`src/verilog/rtc_ctrl_defines.svh`:
```
`ifndef RTC_CTRL_DEFINES_SVH
`define RTC_CTRL_DEFINES_SVH

// register indices; byte address is four times the index
`define RTC_IDX_OSC      6'h0a
`define RTC_IDX_CFG      6'h0b
`define RTC_IDX_EVT      6'h0c
`define RTC_IDX_VALID    6'h0d

// oscillator/rate register fields
`define OSC_BUSY_BIT     7
`define OSC_FIELD_HI     6
`define OSC_FIELD_LO     4
`define OSC_WRITE_MASK   8'h7f
`define OSC_EVT_WRITABLE 3'h3

// time_config_reg fields
`define CFG_UTI          7
`define CFG_PIE          6
`define CFG_AIE          5
`define CFG_UIE          4
`define CFG_WAVE_OUT_ENABLE         3
`define CFG_DF           2
`define CFG_HF           1
`define CFG_DSE          0

// event_status_reg fields
`define EVT_IRQ_REQUEST_FLAG         7
`define EVT_PF           6
`define EVT_AF           5
`define EVT_UF           4
`define EVT_KOUT         2
`define EVT_USED_MASK    8'hf4

// integrity_status_reg fields
`define VALID_BIT        7

// reset values
`define OSC_RESET        8'h00
`define CFG_RESET        8'h00
`define EVT_RESET        8'h00

// calendar constants for summer time
`define CAL_OCTOBER      8'h0a
`define CAL_APRIL        8'h04
`define CAL_SUNDAY       8'h01
`define CAL_LAST_WEEK    8'h19
`define CAL_FIRST_WEEK   8'h07
`define CAL_HOUR_ONE     8'h01
`define CAL_FIFTY_NINE   8'h3b

`endif

```
`src/verilog/rtc_ctrl_pkg.sv`:
```
package rtc_ctrl_pkg;

  // fall-back happens only once per day, so the repeated hour does not loop
  typedef enum logic [1:0] {
    DST_ARMED = 2'b01,
    DST_HELD  = 2'b10
  } dst_state_t;

  typedef logic [7:0] reg_byte_t;

endpackage : rtc_ctrl_pkg

```
`src/verilog/rtc_ctrl_regs.sv`:
```
// Behaviour
// october last sunday, 1:59:59 falls back once
// april first sunday, 2:00 jumps to 3:00
// hour format bit, 1 = 24h, 0 = 12h
// number format bit, 1 = binary, 0 = bcd
// wave enable drives output, else held low
// update irq only while update enable set
// copy inhibit forces update enable clear
// alarm irq only while alarm enable set
// periodic irq only while periodic enable set
// copy inhibit blocks counter to buffer copy
// event status read-only, bits 3,1,0 zero
// crystal enable settable only with osc 011
// both enables give crystal wave output
// update flag set per update, read clears
// alarm flag set on alarm, read clears
// periodic flag set per period, read clears
// irq flag set on enabled flag, read clears
// integrity register read-only, bits 6:0 zero
// valid bit shows backup source health
// osc field bits 6:4, 011 acts as 010
// event status writable only with osc 011
// irq pin low while irq flag set
// read returns pre-clear flags, clear afterwards
//
// Register access over APB and the address map are this design's own decisions.
`include "rtc_ctrl_defines.svh"
`timescale 1ns/1ps
`default_nettype none

module rtc_ctrl_regs (
  input  wire logic        i_clock,
  input  wire logic        i_reset,
  input  wire logic        i_psel,
  input  wire logic        i_penable,
  input  wire logic        i_pwrite,
  input  wire logic [7:0]  i_paddr,
  input  wire logic [31:0] i_pwdata,
  output logic      [31:0] o_prdata,
  output logic             o_pready,
  output logic             o_pslverr,
  input  wire logic        i_update_busy,
  input  wire logic        i_update_end,
  input  wire logic        i_alarm_event,
  input  wire logic        i_periodic_event,
  input  wire logic        i_second_tick,
  input  wire logic [7:0]  i_cal_hour,
  input  wire logic [7:0]  i_cal_min,
  input  wire logic [7:0]  i_cal_sec,
  input  wire logic [7:0]  i_cal_dow,
  input  wire logic [7:0]  i_cal_date,
  input  wire logic [7:0]  i_cal_month,
  input  wire logic        i_rate_wave,
  input  wire logic        i_crystal_wave,
  input  wire logic        i_backup_valid,
  output logic             o_irq_n,
  output logic             o_wave_out_pin,
  output logic             o_update_copy_allow,
  output logic             o_hour_format_sel,
  output logic             o_number_format_sel,
  output logic [3:0]       o_rate_select,
  output logic [2:0]       o_osc_control_field,
  output logic             o_dst_fall_back,
  output logic             o_dst_spring_forward
);

  // calendar byte to binary, honouring the number format
  function automatic logic [7:0] to_bin(input logic [7:0] v, input logic bin_mode);
    logic [7:0] tens;
    tens = {4'h0, v[7:4]};
    to_bin = bin_mode ? v : 8'((tens << 3) + (tens << 1) + {4'h0, v[3:0]});
  endfunction : to_bin

  // register state
  rtc_ctrl_pkg::reg_byte_t osc_r, osc_nxt;
  rtc_ctrl_pkg::reg_byte_t cfg_r, cfg_nxt;
  rtc_ctrl_pkg::reg_byte_t evt_r, evt_nxt;
  logic [31:0]             prdata_r, prdata_nxt;
  logic                    pready_r, pready_nxt;
  logic                    pslverr_r, pslverr_nxt;
  logic                    rd_evt_r, rd_evt_nxt;
  logic                    irq_n_r, copy_r, wave_r;
  logic                    valid_s1_r, valid_s2_r;

  // bus decode
  logic       setup;
  logic       access_done;
  logic [5:0] idx;
  logic       mapped;
  logic       osc_is_011;
  logic [2:0] osc_field_nxt;
  logic       irq_cond;

  assign setup       = i_psel & ~i_penable;
  assign access_done = i_psel & i_penable & pready_r;
  assign idx         = i_paddr[7:2];
  assign mapped      = (idx == `RTC_IDX_OSC) | (idx == `RTC_IDX_CFG) |
                       (idx == `RTC_IDX_EVT) | (idx == `RTC_IDX_VALID);
  assign osc_is_011  = (osc_r[`OSC_FIELD_HI:`OSC_FIELD_LO] == `OSC_EVT_WRITABLE);

  // apb: read data and pready captured at the setup edge, so every access has no wait state
  always_comb begin
    pready_nxt  = setup;
    pslverr_nxt = setup & ~mapped;
    rd_evt_nxt  = setup & ~i_pwrite & (idx == `RTC_IDX_EVT);
    prdata_nxt  = 32'h00000000;
    if (setup & ~i_pwrite) begin
      case (idx)
        `RTC_IDX_OSC:   prdata_nxt = {24'h000000, i_update_busy & ~cfg_r[`CFG_UTI], osc_r[6:0]};
        `RTC_IDX_CFG:   prdata_nxt = {24'h000000, cfg_r};
        `RTC_IDX_EVT:   prdata_nxt = {24'h000000, evt_r & `EVT_USED_MASK};
        `RTC_IDX_VALID: prdata_nxt = {24'h000000, valid_s2_r, 7'h00};
        default:        prdata_nxt = 32'h00000000;
      endcase
    end
  end

  // oscillator/rate and time config registers
  always_comb begin
    osc_nxt = osc_r;
    cfg_nxt = cfg_r;
    if (access_done & i_pwrite & (idx == `RTC_IDX_OSC)) begin
      osc_nxt = (osc_r & ~`OSC_WRITE_MASK) | (i_pwdata[7:0] & `OSC_WRITE_MASK);
    end
    if (access_done & i_pwrite & (idx == `RTC_IDX_CFG)) begin
      cfg_nxt = i_pwdata[7:0];
    end
    if (cfg_nxt[`CFG_UTI]) begin
      cfg_nxt[`CFG_UIE] = 1'b0;
    end
    osc_nxt[`OSC_BUSY_BIT] = 1'b0;
  end

  assign osc_field_nxt = osc_nxt[`OSC_FIELD_HI:`OSC_FIELD_LO];

  // event flags: a set always beats the read clear, and only flags actually returned are cleared
  always_comb begin
    evt_nxt = evt_r;
    if (rd_evt_r & access_done) begin
      evt_nxt[`EVT_IRQ_REQUEST_FLAG] = evt_r[`EVT_IRQ_REQUEST_FLAG] & ~prdata_r[`EVT_IRQ_REQUEST_FLAG];
      evt_nxt[`EVT_PF]   = evt_r[`EVT_PF] & ~prdata_r[`EVT_PF];
      evt_nxt[`EVT_AF]   = evt_r[`EVT_AF] & ~prdata_r[`EVT_AF];
      evt_nxt[`EVT_UF]   = evt_r[`EVT_UF] & ~prdata_r[`EVT_UF];
    end
    if (access_done & i_pwrite & (idx == `RTC_IDX_EVT) & osc_is_011) begin
      evt_nxt = i_pwdata[7:0] & `EVT_USED_MASK;
    end
    if (i_update_end) begin
      evt_nxt[`EVT_UF] = 1'b1;
    end
    if (i_alarm_event) begin
      evt_nxt[`EVT_AF] = 1'b1;
    end
    if (i_periodic_event) begin
      evt_nxt[`EVT_PF] = 1'b1;
    end
    irq_cond = (evt_nxt[`EVT_AF] & cfg_nxt[`CFG_AIE]) |
               (evt_nxt[`EVT_PF] & cfg_nxt[`CFG_PIE]) |
               (evt_nxt[`EVT_UF] & cfg_nxt[`CFG_UIE]);
    if (irq_cond & ~(rd_evt_r & access_done)) begin
      evt_nxt[`EVT_IRQ_REQUEST_FLAG] = 1'b1;
    end
    if (irq_cond & (i_update_end | i_alarm_event | i_periodic_event)) begin
      evt_nxt[`EVT_IRQ_REQUEST_FLAG] = 1'b1; // new event wins over the read clear
    end
    if (osc_field_nxt != `OSC_EVT_WRITABLE) begin
      evt_nxt[`EVT_KOUT] = 1'b0;
    end
    evt_nxt = evt_nxt & `EVT_USED_MASK;
  end

  // register everything
  always_ff @(posedge i_clock) begin
    if (i_reset) begin
      osc_r     <= `OSC_RESET;
      cfg_r     <= `CFG_RESET;
      evt_r     <= `EVT_RESET;
      prdata_r  <= 32'h00000000;
      pready_r  <= 1'b0;
      pslverr_r <= 1'b0;
      rd_evt_r  <= 1'b0;
      irq_n_r   <= 1'b1;
      copy_r    <= 1'b1;
      wave_r    <= 1'b0;
    end else begin
      osc_r     <= osc_nxt;
      cfg_r     <= cfg_nxt;
      evt_r     <= evt_nxt;
      prdata_r  <= prdata_nxt;
      pready_r  <= pready_nxt;
      pslverr_r <= pslverr_nxt;
      rd_evt_r  <= rd_evt_nxt;
      irq_n_r   <= ~evt_nxt[`EVT_IRQ_REQUEST_FLAG];
      copy_r    <= ~cfg_nxt[`CFG_UTI];
      wave_r    <= cfg_r[`CFG_WAVE_OUT_ENABLE] &
                   (evt_r[`EVT_KOUT] ? i_crystal_wave : i_rate_wave);
    end
  end

  // backup-valid comes from an analogue comparator, so synchronise it
  always_ff @(posedge i_clock) begin
    if (i_reset) begin
      valid_s1_r <= 1'b0;
      valid_s2_r <= 1'b0;
    end else begin
      valid_s1_r <= i_backup_valid;
      valid_s2_r <= valid_s1_r;
    end
  end

  // summer time: decisions taken on the tick at which 1:59:59 would advance
  rtc_ctrl_pkg::dst_state_t dst_r, dst_nxt;
  logic fall_r, fall_nxt, spring_r, spring_nxt;
  logic bin_mode, hour_am, at_last_sec, oct_last_sun, apr_first_sun;
  logic [7:0] hour_b, min_b, sec_b, date_b, month_b, dow_b;

  assign bin_mode = cfg_r[`CFG_DF];
  assign hour_am  = cfg_r[`CFG_HF] | ~i_cal_hour[7]; // 12h mode keeps the pm flag in bit 7
  assign hour_b   = to_bin({1'b0, i_cal_hour[6:0]}, bin_mode);
  assign min_b    = to_bin(i_cal_min, bin_mode);
  assign sec_b    = to_bin(i_cal_sec, bin_mode);
  assign date_b   = to_bin(i_cal_date, bin_mode);
  assign month_b  = to_bin(i_cal_month, bin_mode);
  assign dow_b    = to_bin(i_cal_dow, bin_mode);

  always_comb begin
    at_last_sec   = hour_am & (hour_b == `CAL_HOUR_ONE) &
                    (min_b == `CAL_FIFTY_NINE) & (sec_b == `CAL_FIFTY_NINE);
    oct_last_sun  = (month_b == `CAL_OCTOBER) & (dow_b == `CAL_SUNDAY) &
                    (date_b >= `CAL_LAST_WEEK);
    apr_first_sun = (month_b == `CAL_APRIL) & (dow_b == `CAL_SUNDAY) &
                    (date_b <= `CAL_FIRST_WEEK);
    fall_nxt      = 1'b0;
    spring_nxt    = cfg_r[`CFG_DSE] & i_second_tick & apr_first_sun & at_last_sec;
    dst_nxt       = dst_r;
    case (dst_r)
      rtc_ctrl_pkg::DST_ARMED: begin
        if (cfg_r[`CFG_DSE] & i_second_tick & oct_last_sun & at_last_sec) begin
          fall_nxt = 1'b1;
          dst_nxt  = rtc_ctrl_pkg::DST_HELD;
        end
      end
      rtc_ctrl_pkg::DST_HELD: begin
        if (~oct_last_sun) begin
          dst_nxt = rtc_ctrl_pkg::DST_ARMED; // re-arm once the day is over
        end
      end
      default: dst_nxt = rtc_ctrl_pkg::DST_ARMED;
    endcase
  end

  always_ff @(posedge i_clock) begin
    if (i_reset) begin
      dst_r    <= rtc_ctrl_pkg::DST_ARMED;
      fall_r   <= 1'b0;
      spring_r <= 1'b0;
    end else begin
      dst_r    <= dst_nxt;
      fall_r   <= fall_nxt;
      spring_r <= spring_nxt;
    end
  end

  // outputs, all straight from flops
  assign o_prdata             = prdata_r;
  assign o_pready             = pready_r;
  assign o_pslverr            = pslverr_r;
  assign o_irq_n              = irq_n_r;
  assign o_wave_out_pin       = wave_r;
  assign o_update_copy_allow  = copy_r;
  assign o_hour_format_sel    = cfg_r[`CFG_HF];
  assign o_number_format_sel  = cfg_r[`CFG_DF];
  assign o_rate_select        = osc_r[3:0];
  assign o_osc_control_field  = osc_r[`OSC_FIELD_HI:`OSC_FIELD_LO];
  assign o_dst_fall_back      = fall_r;
  assign o_dst_spring_forward = spring_r;
endmodule : rtc_ctrl_regs

`default_nettype wire

```
`config.mk`:
```
export PLATFORM = sky130hd
export DESIGN_NAME = rtc_ctrl_regs
export DESIGN_NICKNAME = d
export VERILOG_FILES = /design/src/verilog/rtc_ctrl_pkg.sv /design/src/verilog/rtc_ctrl_regs.sv
export VERILOG_INCLUDE_DIRS = /design/src /design/src/verilog
export SDC_FILE = /design/constraint.sdc
export NUM_CORES = 1
export LEC_CHECK = 0
export BUFFER_PORTS_ARGS = -buffer_cell sky130_fd_sc_hd__buf_2
export CAP_MARGIN = 20
export CORE_ASPECT_RATIO = 1.4
export CORE_MARGIN = 2
export CORE_UTILIZATION = 51
export CTS_CLUSTER_SIZE = 12
export DETAILED_ROUTE_END_ITERATION = 10
export PLACE_DENSITY = 0.88
export RECOVER_POWER = 100
export SLEW_MARGIN = 10
export SYNTH_ARGS = -nofsm -noshare
export SYNTH_HDL_FRONTEND = slang
export SYNTH_SLANG_ARGS = --single-unit
```
`constraint.sdc`:
```
create_clock -name i_clock -period 7.5 [get_ports i_clock]
set_input_delay 1.5 -clock i_clock [delete_from_list [all_inputs] [get_ports i_clock]]
set_output_delay 1.5 -clock i_clock [all_outputs]
set_load 0.01 [all_outputs]
```
==> flow_summary.yaml <==
synthesis:
  synth_commonest_cells: "dfxtp_1 (40), ha_1 (40), buf_4 (25)"
  synth_area_leaders: "dfxtp_1 (26%), ha_1 (16%), fa_1 (7.8%)"
  ys_types: 55
  syn_area_per_cell_um2: 9.23
  netlist_instances: 332
  synth_top_area_cell: "dfxtp_1"
  synth_top_area_frac: 0.261
  synth_area_um2: 3060
  synth_seq_area_share: 0.261
  synth-warning-count: 0
  synth_edf_count: 0
  synth_seq_cells: 40
  async_reset_ff_frac: 0
  synthFlopType: "dfxtp_1"
grt:
  grt-ovfl-total: 0
  antenna_found_initial: 0
  grt_max_degree: 26
  grt_pass1_vias: 2738
  grt_pass1_wl_mm: 11.4
  grt_usage: 0.211
worst_hold_path:
  min-delay-start: "valid_s1_r"
  hold-path-endpoint: "valid_s2_r"
  min_path_type: "reg2reg"
  min_path_cells: 1
routing:
  via_count: 2807
  drtAntennaViolNets: 0
  wl_mm: 7.27
  vias_per_cell: 5.60
  drt_iter0_drc: 131
  wire_per_inst_um: 14.5
  drt_first_pass_iters: 4
  drcViolationCount: 0
clock_tree:
  htreeDepth: 2
  clkTransAtPathRegs_ps: 70
  cts_made_buffers: 5
  clkLatencyLatePin_ps: 290
  hold_buffers: 0
  ctsRootBufferMaster: "clkbuf_8"
  clk_path_buf_depth: 2
  cts_tree: "built"
  cts_setup_buffers: 0
  cts_resized: 0
  cts.sinks: 40
worst_setup_path:
  cp_data_required_time_ps: 7640
  r2r-end: "evt_r[7]"
  critPathBufInv: 2
  critPathCaptureType: "flop"
  slowest_delay_ps: 560
  cp_top_family: "adder cells"
  path_max_fanout: 3
  r2r_setup_slack_ps: 4870
  worstSetupStartpointType: "input port"
  r2r_start: "o_pready"
  crit_chain: "clkbuf_1 > fa_1 > inv_1 > fa_1 > nor4b_1 > nand2_1 > a2111oi_0 > or4b_1 > a221oi_1 > o21ai_0"
  r2r_cells: 5
  worst_ep_arrival_time_ps: 4610
  slowest_stage: "fa_1"
  criticalPathCategory: "in2reg"
  cpMostUsedCell: "fa_1"
timing:
  min_period_over_period: 0.595
  timing.final.crit_period_ps: 4460
  skew_ps: 11.0
  slew_violations: 0
  setup_viol: 0
  worst_slew_pin_slew_ps: 1280
  relSlewSlack: 0.143
  whs_ps: 437
  finalSetupTns_ps: 0
  finalHoldViolCount: 0
  timing.fmax_ghz: 0.224
  rsz0062_at_grt: "false"
floorplan:
  die_x_um: 69.5
  placementRows: 33
  die_h_um: 95.7
  dieArea_um2: 6650
  start_util: 0.526
  core_area_um2: 5820
  ios: 149
power:
  p_per_area_nw_per_um2: 141
  vdd_drop_max_mv: 0.0679
  leakage_uw: 0.00157
cells_and_area:
  antenna_cells: 0
  final_nets: 583
  fillers: 519
  fin_area_um2: 3560
  drive_above_1_share: 0.200
  area_growth_syn_to_layout_pct: 16.4
job:
  maxCapViolations: 0
place:
  routabilityCongestion: 0.818
  place_area_um2: 3520
  portBuffers: 98
  hpwl_mm: 6.02
status:
  status: "finished clean"
registers in the layout, summed over array words and instances (netlist names):
name / flops
cfg_r: 8
o_pready: 1
valid_s2_r: 1
dst_r: 2
o_wave_out_pin: 1
o_irq_n: 1
o_dst_fall_back: 1
rd_evt_r: 1
o_pslverr: 1
osc_r: 7
o_dst_spring_forward: 1
o_prdata: 8
valid_s1_r: 1
evt_r: 5
o_update_copy_allow: 1
per-stage QoR:
| stage | setup slack [ps] | power, uW | cells | utilization |
|---|---|---|---|---|
| 6_report | 3040 | 503 | 501 | 0.612 |
| 5_1_grt | 2740 | 536 | 501 | 0.612 |
| 4_1_cts | 3320 | 510 | 501 | 0.624 |
| 3_5_place_dp | 3020 | 342 | 493 | 0.605 |
| 3_3_place_gp | 3040 | 335 | 493 | 0.605 |
| 2_1_floorplan | 3350 | 304 | 355 | - |
cells by family after synthesis:
family | count (synthesis) | synth area share
simple gates | 112 | 0.217
compound gates | 60 | 0.133
fa+ha+maj | 52 | 0.242
buf+inv | 51 | 0.0931
flops | 40 | 0.261
mux | 11 | 0.0380
xor+xnor | 5 | 0.0143
other cells | 1 | 0.00122
how the worst max path moves through the flow:
stage                           to  depth (start not counted)  slack (ps)    startpoint
after floorplan           dst_r[0]                          8        3350  i_cal_dow[3]
after global placement    dst_r[0]                          9        3040  i_cal_dow[3]
after detailed placement  dst_r[0]                          9        3020  i_cal_dow[3]
after CTS                 dst_r[0]                          9        3320  i_cal_dow[3]
after global routing      dst_r[0]                         10        2740  i_cal_dow[3]
final                     dst_r[0]                         10        3040  i_cal_dow[3]
final cells by class:
class	instances	area (um^2)	area share
Multi-Input combinational cell	264	2030	0.570
Sequential cell	40	801	0.225
Timing Repair Buffer	99	462	0.130
Tap cell	70	87.6	0.0246
Inverter	20	75.1	0.0211
Clock buffer	6	72.6	0.0204
Clock inverter	2	35.0	0.00983
per-layer routing:
metal | track usage | vias to the layer above | routed length, um | share of wire
li1 | - | 1351 | - | -
met1 | 0.207 | 1325 | 2720 | 0.37
met2 | 0.431 | 117 | 3970 | 0.55
met3 | 0.0387 | 14 | 440 | 0.061
met4 | 0.0866 | 0 | 133 | 0.018
met5 | 0 | - | 0 | 0
placed cells by master (no fill, tap or decap), types with 5 or more instances in the layout:
cell / count
a21oi_1: 24
a22oi_1: 7
a31oi_1: 5
and3_1: 6
buf_2: 72
clkbuf_1: 28
clkbuf_8: 5
conb_1: 24
dfxtp_1: 40
fa_1: 12
ha_1: 40
inv_1: 20
mux2i_1: 9
nand2_1: 24
nand3_1: 13
nor2_1: 20
nor2b_1: 5
nor3_1: 10
nor4b_1: 6
o21ai_0: 5
power by group:
group | internal (uW) | switching (uW) | total [uW] | leakage, uW
clock network | 98.7 | 68.9 | 168 | 0.0000552
logic | 54.8 | 65.3 | 120 | 0.00120
registers | 214 | 0.903 | 215 | 0.000324
total | 368 | 135 | 503 | 0.00157
Note: power is estimated with default switching activity, not from simulation.
